File: src/core/fpp_pkg.sv
/*
 Package for the flash program protection block: key codes, field widths,
 reset values, overlay geometry and timing constants.
 Assumes a 20 MHz system clock.
*/
package fpp_pkg;
    localparam logic [7:0] FPP_KEY_DOWNLOAD = 8'ha5;
    localparam logic [7:0] FPP_KEY_PROGRAM = 8'h5a;
    localparam logic [7:0] FPP_KEY_RESET = 8'h00;
    localparam int FPP_BLOCK_SEL_W = 3;
    localparam int FPP_NUM_BLOCKS = 8;
    localparam int FPP_ADDR_W = 24;
    localparam logic [FPP_BLOCK_SEL_W-1:0] FPP_BLOCK_SEL_RESET = 3'h0;
    localparam logic [FPP_ADDR_W-1:0] FPP_BLOCK_SIZE = 24'h001000;
    localparam logic [FPP_ADDR_W-1:0] FPP_FLASH_BASE = 24'h000000;
    localparam logic [FPP_ADDR_W-1:0] FPP_RAM_BASE = 24'hff0000;
    localparam int FPP_CLOCK_HZ = 20000000;
    localparam int FPP_RESET_HOLD_US = 100;
    localparam int FPP_RESET_HOLD_CYCLES = (FPP_RESET_HOLD_US * (FPP_CLOCK_HZ / 1000000));
    localparam logic [1:0] FPP_OP_NONE = 2'h0;
    localparam logic [1:0] FPP_OP_PROGRAM = 2'h1;
    localparam logic [1:0] FPP_OP_ERASE = 2'h2;
    // Pass/fail result codes
    localparam logic [7:0] FPP_RESULT_PASS = 8'h00;
    localparam logic [7:0] FPP_RESULT_PROTECTED = 8'h01;
    localparam logic [7:0] FPP_RESULT_ERROR = 8'h02;
    localparam logic [7:0] FPP_RESULT_DL_REFUSED = 8'h03;

    typedef enum logic [1:0] {
        FPP_IDLE = 2'b00,
        FPP_BUSY = 2'b01,
        FPP_ERROR = 2'b10
    } fpp_state_type;
endpackage

File: src/core/fpp_sync.sv
/*
 Three-stage input synchroniser with agreement filter.
 Assumes its input may change at any time relative to clock.
*/
`timescale 1ns/100ps
`default_nettype none
module fpp_sync (
    // Clock and reset
    input wire logic clock,
    input wire logic rst_n,
    // Data
    input wire logic din,
    output logic dout
);
    typedef struct packed {
        logic s1;
        logic s2;
        logic s3;
        logic q;
    } fpp_sync_type;

    fpp_sync_type st_r;
    fpp_sync_type st_nxt;

    always_comb begin
        st_nxt = st_r;
        st_nxt.s1 = din;
        st_nxt.s2 = st_r.s1;
        st_nxt.s3 = st_r.s2;
        // Stage one only feeds stage two and is not compared; only the later two must agree
        if (st_r.s2 == st_r.s3) begin
            st_nxt.q = st_r.s3;
        end
    end

    always_ff @(posedge clock or negedge rst_n) begin
        if (!rst_n) begin
            st_r <= '0;
        end else begin
            st_r <= st_nxt;
        end
    end

    assign dout = st_r.q;
endmodule
`default_nettype wire

File: src/core/fpp_overlay.sv
/*
 Overlay address decoder: maps the selected flash block onto on-chip RAM.
 Assumes bus addresses are on the system clock and already registered.
*/
`timescale 1ns/100ps
`default_nettype none
module fpp_overlay
    import fpp_pkg::*;
(
    // Configuration
    input wire logic overlay_enable,
    input wire logic [fpp_pkg::FPP_BLOCK_SEL_W-1:0] overlay_block_select,
    // Address
    input wire logic [fpp_pkg::FPP_ADDR_W-1:0] bus_addr,
    output logic hit_flash_window,
    output logic hit_ram_window,
    output logic [fpp_pkg::FPP_ADDR_W-1:0] ram_addr
);
    logic [FPP_ADDR_W-1:0] block_base;
    logic [FPP_ADDR_W-1:0] offset;

    always_comb begin
        block_base = FPP_FLASH_BASE + FPP_BLOCK_SIZE * {21'h0, overlay_block_select};
        offset = bus_addr - block_base;
        hit_flash_window = overlay_enable && (bus_addr >= block_base)
            && (offset < FPP_BLOCK_SIZE);
        hit_ram_window = overlay_enable && (bus_addr >= FPP_RAM_BASE)
            && ((bus_addr - FPP_RAM_BASE) < FPP_BLOCK_SIZE);
        ram_addr = hit_flash_window ? (FPP_RAM_BASE + offset) : bus_addr;
    end
endmodule
`default_nettype wire

File: src/core/fpp_top.sv
/*
 Flash program protection: hardware, software and error protection of the
 program/erase engine, plus the RAM overlay of one user array block.
 Assumes CPU-side writes arrive as one-cycle strobes on the system clock,
 and that event inputs from other blocks are on the same clock.
*/
`timescale 1ns/100ps
`default_nettype none

module fpp_top
    import fpp_pkg::*;
(
    // Clock and reset
    input wire logic clock,
    input wire logic rstn,
    // Key and code control writes
    input wire logic key_write,
    input wire logic [7:0] key_wdata,
    input wire logic trigger_write,
    input wire logic trigger_wdata,
    // Overlay control writes
    input wire logic overlay_write,
    input wire logic overlay_enable_wdata,
    input wire logic [fpp_pkg::FPP_BLOCK_SEL_W-1:0] overlay_block_select_wdata,
    // Mode status
    input wire logic user_mode,
    input wire logic user_program_mode,
    // Operation requests
    input wire logic program_request,
    input wire logic erase_request,
    input wire logic operation_done,
    // Error sources, asynchronous to the clock
    input wire logic interrupt_request,
    input wire logic nmi_request,
    // Error sources from same-clock logic
    input wire logic flash_read,
    input wire logic sleep_execute,
    input wire logic foreign_bus_master,
    // Bus address for overlay
    input wire logic [fpp_pkg::FPP_ADDR_W-1:0] bus_addr,
    // Register views
    output logic [7:0] flash_key_register,
    output logic download_trigger_bit,
    output logic flash_error_flag,
    output logic overlay_enable,
    output logic [fpp_pkg::FPP_BLOCK_SEL_W-1:0] overlay_block_select,
    // Status
    output logic download_start,
    output logic download_allowed,
    output logic program_enable,
    output logic erase_enable,
    output logic operation_busy,
    output logic operation_abort,
    output logic [7:0] pass_fail_result,
    output logic result_valid,
    // Overlay decode
    output logic overlay_flash_hit,
    output logic overlay_ram_hit,
    output logic [fpp_pkg::FPP_ADDR_W-1:0] overlay_ram_addr
);
    // ==========================================================
    // Reset release
    // ==========================================================
    logic [1:0] rst_sync_r;
    logic rst_n;

    always_ff @(posedge clock or negedge rstn) begin
        if (!rstn) begin
            rst_sync_r <= 2'h0;
        end else begin
            rst_sync_r <= {rst_sync_r[0], 1'b1};
        end
    end
    assign rst_n = rst_sync_r[1];

    // ==========================================================
    // Interrupt synchronisers
    // ==========================================================
    logic irq_s;
    logic nmi_s;

    fpp_sync u_sync_irq (
        .clock(clock),
        .rst_n(rst_n),
        .din(interrupt_request),
        .dout(irq_s)
    );

    fpp_sync u_sync_nmi (
        .clock(clock),
        .rst_n(rst_n),
        .din(nmi_request),
        .dout(nmi_s)
    );

    // ==========================================================
    // State
    // ==========================================================
    typedef struct packed {
        fpp_state_type state;
        logic [7:0] key;
        logic trigger;
        logic error;
        logic ovl_en;
        logic [FPP_BLOCK_SEL_W-1:0] ovl_sel;
        logic [1:0] op;
        logic dl_start;
        logic abort;
        logic [7:0] result;
        logic result_valid;
    } fpp_top_type;

    fpp_top_type st_r;
    fpp_top_type st_nxt;

    logic dl_ok;
    logic pe_ok;
    logic err_event;
    logic mode_ok;

    always_comb begin
        mode_ok = user_mode || user_program_mode;
        dl_ok = (st_r.key == FPP_KEY_DOWNLOAD) && !st_r.ovl_en && !st_r.error;
        // Program key, trigger, no overlay, no error
        pe_ok = (st_r.key == FPP_KEY_PROGRAM) && st_r.trigger && !st_r.ovl_en
            && !st_r.error;
        err_event = (st_r.state == FPP_BUSY)
            && (irq_s || nmi_s || flash_read || sleep_execute || foreign_bus_master);
    end

    always_comb begin
        st_nxt = st_r;
        st_nxt.dl_start = 1'b0;
        st_nxt.abort = 1'b0;
        st_nxt.result_valid = 1'b0;

        if (key_write) begin
            st_nxt.key = key_wdata;
        end
        if (overlay_write && mode_ok) begin
            st_nxt.ovl_en = overlay_enable_wdata;
            st_nxt.ovl_sel = overlay_block_select_wdata;
        end
        if (trigger_write) begin
            if (trigger_wdata && dl_ok) begin
                st_nxt.trigger = 1'b1;
                st_nxt.dl_start = 1'b1;
            end else if (!trigger_wdata) begin
                st_nxt.trigger = 1'b0;
            end
        end

        unique case (st_r.state)
            FPP_IDLE: begin
                if (program_request || erase_request) begin
                    st_nxt.result_valid = 1'b1;
                    if (pe_ok) begin
                        st_nxt.state = FPP_BUSY;
                        st_nxt.op = program_request ? FPP_OP_PROGRAM : FPP_OP_ERASE;
                    end else begin
                        st_nxt.result = st_r.error ? FPP_RESULT_ERROR : FPP_RESULT_PROTECTED;
                    end
                end
            end
            FPP_BUSY: begin
                if (err_event) begin
                    st_nxt.error = 1'b1;
                    st_nxt.abort = 1'b1;
                    st_nxt.state = FPP_ERROR;
                    st_nxt.op = FPP_OP_NONE;
                    st_nxt.result = FPP_RESULT_ERROR;
                    st_nxt.result_valid = 1'b1;
                end else if (operation_done) begin
                    st_nxt.state = FPP_IDLE;
                    st_nxt.op = FPP_OP_NONE;
                    st_nxt.result = FPP_RESULT_PASS;
                    st_nxt.result_valid = 1'b1;
                end
            end
            FPP_ERROR: begin
                st_nxt.state = FPP_ERROR;
                if (program_request || erase_request) begin
                    st_nxt.result = FPP_RESULT_ERROR;
                    st_nxt.result_valid = 1'b1;
                end
            end
            default: begin
                st_nxt.state = FPP_ERROR;
                st_nxt.error = 1'b1;
            end
        endcase
    end

    always_ff @(posedge clock or negedge rst_n) begin
        if (!rst_n) begin
            st_r.state <= FPP_IDLE;
            st_r.key <= FPP_KEY_RESET;
            st_r.trigger <= 1'b0;
            st_r.error <= 1'b0;
            st_r.ovl_en <= 1'b0;
            st_r.ovl_sel <= FPP_BLOCK_SEL_RESET;
            st_r.op <= FPP_OP_NONE;
            st_r.dl_start <= 1'b0;
            st_r.abort <= 1'b0;
            st_r.result <= FPP_RESULT_PASS;
            st_r.result_valid <= 1'b0;
        end else begin
            st_r <= st_nxt;
        end
    end

    // ==========================================================
    // Overlay decode
    // ==========================================================
    fpp_overlay u_overlay (
        .overlay_enable(st_r.ovl_en),
        .overlay_block_select(st_r.ovl_sel),
        .bus_addr(bus_addr),
        .hit_flash_window(overlay_flash_hit),
        .hit_ram_window(overlay_ram_hit),
        .ram_addr(overlay_ram_addr)
    );

    // ==========================================================
    // Outputs
    // ==========================================================
    assign flash_key_register = st_r.key;
    assign download_trigger_bit = st_r.trigger;
    assign flash_error_flag = st_r.error;
    assign overlay_enable = st_r.ovl_en;
    assign overlay_block_select = st_r.ovl_sel;
    assign download_start = st_r.dl_start;
    assign download_allowed = dl_ok;
    // Overlay set mid-operation also drops them, so emulation never programs
    assign program_enable = (st_r.op == FPP_OP_PROGRAM) && (st_r.state == FPP_BUSY)
        && !st_r.ovl_en;
    assign erase_enable = (st_r.op == FPP_OP_ERASE) && (st_r.state == FPP_BUSY)
        && !st_r.ovl_en;
    assign operation_busy = (st_r.state == FPP_BUSY);
    assign operation_abort = st_r.abort;
    assign pass_fail_result = st_r.result;
    assign result_valid = st_r.result_valid;
endmodule
`default_nettype wire

File: config.mk
export PLATFORM = sky130hd
export DESIGN_NAME = fpp_top
export DESIGN_NICKNAME = d
export VERILOG_FILES = /design/src/core/fpp_pkg.sv /design/src/core/fpp_sync.sv /design/src/core/fpp_overlay.sv /design/src/core/fpp_top.sv
export SDC_FILE = /design/constraint.sdc
export NUM_CORES = 1
export LEC_CHECK = 0
export ABC_AREA = 1
export BUFFER_PORTS_ARGS = -buffer_cell sky130_fd_sc_hd__clkbuf_2
export CAP_MARGIN = 0
export CORE_MARGIN = 4
export CORE_UTILIZATION = 48
export CTS_BUF_LIST = sky130_fd_sc_hd__clkbuf_8
export DETAILED_ROUTE_END_ITERATION = 8
export MAX_ROUTING_LAYER = met4
export PLACE_DENSITY = 0.83
export SKIP_CTS_REPAIR_TIMING = 1
export SLEW_MARGIN = 10
export SYNTH_ARGS = -nofsm -noshare
export SYNTH_HDL_FRONTEND = slang
export SYNTH_HIERARCHICAL = 1
export SYNTH_SLANG_ARGS = --single-unit
File: constraint.sdc
create_clock -name clock -period 2.5 [get_ports clock]
set_input_delay 0 -clock clock [delete_from_list [all_inputs] [get_ports clock]]
set_output_delay 0 -clock clock [all_outputs]
set_load 0.01 [all_outputs]
==> results.json <==
{
  "status": "complete, but fails checks",
  "violations": "hold timing, setup timing",
  "die_w_um": 76.3,
  "wl_met3_um": 456,
  "post-route-min-period_ps": 2890,
  "power.density_mw_per_mm2": 512,
  "endpoint_kind": "primary output",
  "drt-wirelength-per-cell_um": 13.1,
  "antenna_found_initial": 0,
  "whs_ps": -17.1,
  "cp.arrival_ps": 2890,
  "hold_violations": 1,
  "timing.rr.end": "download_trigger_bit",
  "fillers": 357,
  "postSynth.asyncResetShare": 1.00,
  "grt.overflow.total": 0,
  "cts.path.max_buffers": 2,
  "syn_area_sq_mm": 0.00224,
  "rr_worst_depth": 5,
  "drtAntennaViolNets": 0,
  "hold_depth": 3,
  "clk_latency_ps": 280,
  "clkSinkCount": 33,
  "maxSlewViolCount": 0,
  "io_buffers": 76,
  "yosys_warnings": 6,
  "io_pins": 107,
  "fmax_mhz": 346,
  "numCtsBuffers": 5,
  "root_buffer": "clkbuf_8",
  "setup.worst_path.start_class": "flop",
  "critPathKind": "flop to primary output",
  "cts_tree": "built",
  "hp-start": "key_wdata[1]",
  "wirelength_mm": 5.36,
  "wl_met2_mm": 2.78,
  "final-seq-area_sq_um": 826,
  "ys_seq_elements": 33,
  "final-setup-viol-count": 13,
  "place_ws_ps": -76.2,
  "syn_avg_cell_area_sq_um": 8.20,
  "grt_pass1_wl_mm": 7.89,
  "yosys_most_used_dff": "dfrtp_1",
  "grt_max_degree": 31,
  "clkTransAtPathRegs_ps": 70,
  "placed_area_sq_mm": 0.00249,
  "cp_max_fo": 5,
  "core_area_sq_mm": 0.00444,
  "rsz0062_at_grt": "true",
  "drtIter0Drc": 90,
  "nNetsFinal": 413,
  "antenna_cells": 0,
  "routed.top_layer": "met4",
  "initial_utilization": 0.504,
  "synth_edf_count": 0,
  "dpl.hpwl_mm": 3.85,
  "area_delta_synth_final_pct": 29.1,
  "finalCritPeriodShare": 1.16,
  "yosys.area.top_type": "dfrtp_1",
  "htree_levels": 2,
  "max_cap_viol_count": 0,
  "yosysMostFrequentCell": "nand2_1",
  "synth.distinct_cells": 32,
  "fin_area_sq_mm": 0.00289,
  "min_to": "flash_key_register[1]",
  "cp.required_ps": 2500,
  "layout-drive-gt1-share": 0.457,
  "fin_ws_ps": -390,
  "vias_per_cell": 4.91,
  "grt_usage": 0.169,
  "hp-class": "primary input to flop",
  "syn_inst": 273,
  "firstDrtPassIters": 4,
  "num_vias": 2009,
  "fp.dieH_um": 76.3,
  "routabilityCongestion": 0.914,
  "multi_input_area_sq_mm": 0.00107,
  "grt_pass1_vias": 1847,
  "reg2reg_slack_ps": 1190,
  "skew_ps": 3.76,
  "ys_seq_area_frac": 0.369,
  "synth_top_cell_area_share": 0.369,
  "p_leak_uw": 0.00152,
  "synthTopCellsByCount": "49 x nand2_1, 38 x inv_1, 33 x dfrtp_1",
  "die_area_sq_mm": 0.00582,
  "irDropWorstVdd_mv": 0.498,
  "reg2reg_from": "overlay_enable",
  "rows": 24,
  "wl_met1_mm": 2.03,
  "ys_top_cells_by_area": "dfrtp_1 37%, buf_4 10%, nand2_1 8.2%",
  "drc": 0
}
[stage by stage]
step	utilization	hold WS (ps)	std cells	total power, uW	TNS [ps]
after floorplan	-	-296	278	829	0
after global placement	0.561	-212	378	889	0
after detailed placement	0.561	-211	378	900	-459
after global routing	0.650	-1.11	409	1560	-6650
after CTS	0.588	-517	386	1420	-4770
final	0.650	-17.1	409	1480	-4570
[worst max-delay path, stage by stage, from the launching register on]
cell	delay [ps]
dfrtp_1	350
inv_1	50
ha_1	300
nand2_1	100
nor2_2	50
nor2_4	160
nand2_2	100
xor2_4	190
ha_4	160
nand2_2	40
nor2_2	100
nand2_1	60
nor2_1	110
nand2_1	70
nor2_2	120
nand3_2	90
nor2_4	180
nand2_4	100
nand2_2	80
nand2_1	50
inv_1	40
buf_2	120
[how the worst max path moves through the flow]
| stage | from | slack, ps | end | depth (start not counted) |
|---|---|---|---|---|
| 2_1_floorplan | overlay_block_select[0] | 210 | overlay_ram_addr[23] | 21 |
| 3_3_place_gp | overlay_block_select[1] | 100 | overlay_ram_addr[23] | 21 |
| 3_5_place_dp | overlay_block_select[0] | -80 | overlay_ram_addr[23] | 22 |
| 4_1_cts | overlay_block_select[0] | -410 | overlay_ram_addr[23] | 22 |
| 5_1_grt | overlay_block_select[0] | -560 | overlay_ram_addr[23] | 22 |
| 6_report | overlay_block_select[2] | -390 | overlay_ram_addr[23] | 21 |
[routing by layer]
layer  vias up  GRT usage
li1        977          -
met1       914      0.192
met2       105      0.288
met3        13     0.0485
met4         0     0.0507
met5         -          -
[power by group]
group | total, uW | leakage, uW | switching (uW) | internal (uW)
Clock | 517 | 0.0000574 | 193 | 324
Sequential | 597 | 0.000394 | 30.5 | 566
Combinational | 367 | 0.00107 | 200 | 167
[layout by cell type (no fill, tap or decap), types with 4 or more instances in the layout]
master          n
clkbuf_2       71
nand2_1        43
inv_1          35
dfrtp_1        33
nor2_1         22
dlygate4sd3_1  17
nand2_2        13
nand3_1        11
inv_2          10
nor2_4          9
buf_4           9
nor2_2          8
nand3_2         7
o21ai_0         7
mux2_2          7
conb_1          7
clkbuf_8        6
nand4_1         5
o21ai_2         4
buf_2           4
[kinds of logic (layout without fill, tap and decap cells)]
family / after synthesis / after routing / synth area share
compound gates: 20 / 20 / 0.0559
xor+xnor: 2 / 2 / 0.0112
fa+ha+maj: 5 / 5 / 0.0313
buf+inv: 79 / 157 / 0.186
flops: 33 / 33 / 0.369
mux: 7 / 7 / 0.0352
other cells: 2 / 7 / 0.00336
simple gates: 125 / 126 / 0.308
[registers in the layout, summed over array words and instances, names as in the netlist]
name / count
flash_key_register: 8
rst_sync_r: 2
u_sync_nmi/st_r: 1
st_r: 4
u_sync_irq/st_nxt: 2
result_valid: 1
overlay_block_select: 3
download_start: 1
u_sync_irq/dout: 1
pass_fail_result: 2
download_trigger_bit: 1
overlay_enable: 1
u_sync_irq/st_r: 1
u_sync_nmi/dout: 1
u_sync_nmi/st_nxt: 2
operation_abort: 1
flash_error_flag: 1
[cell type report]
| class | instances | area share |
|---|---|---|
| multi-input combinational | 167 | 0.372 |
| sequential | 33 | 0.286 |
| timing repair buffer | 102 | 0.216 |
| inverter | 47 | 0.0619 |
| clock buffer | 6 | 0.0286 |
| tap | 52 | 0.0225 |
| clock inverter | 2 | 0.0130 |
No activity file was read; power rests on OpenSTA's default activity.
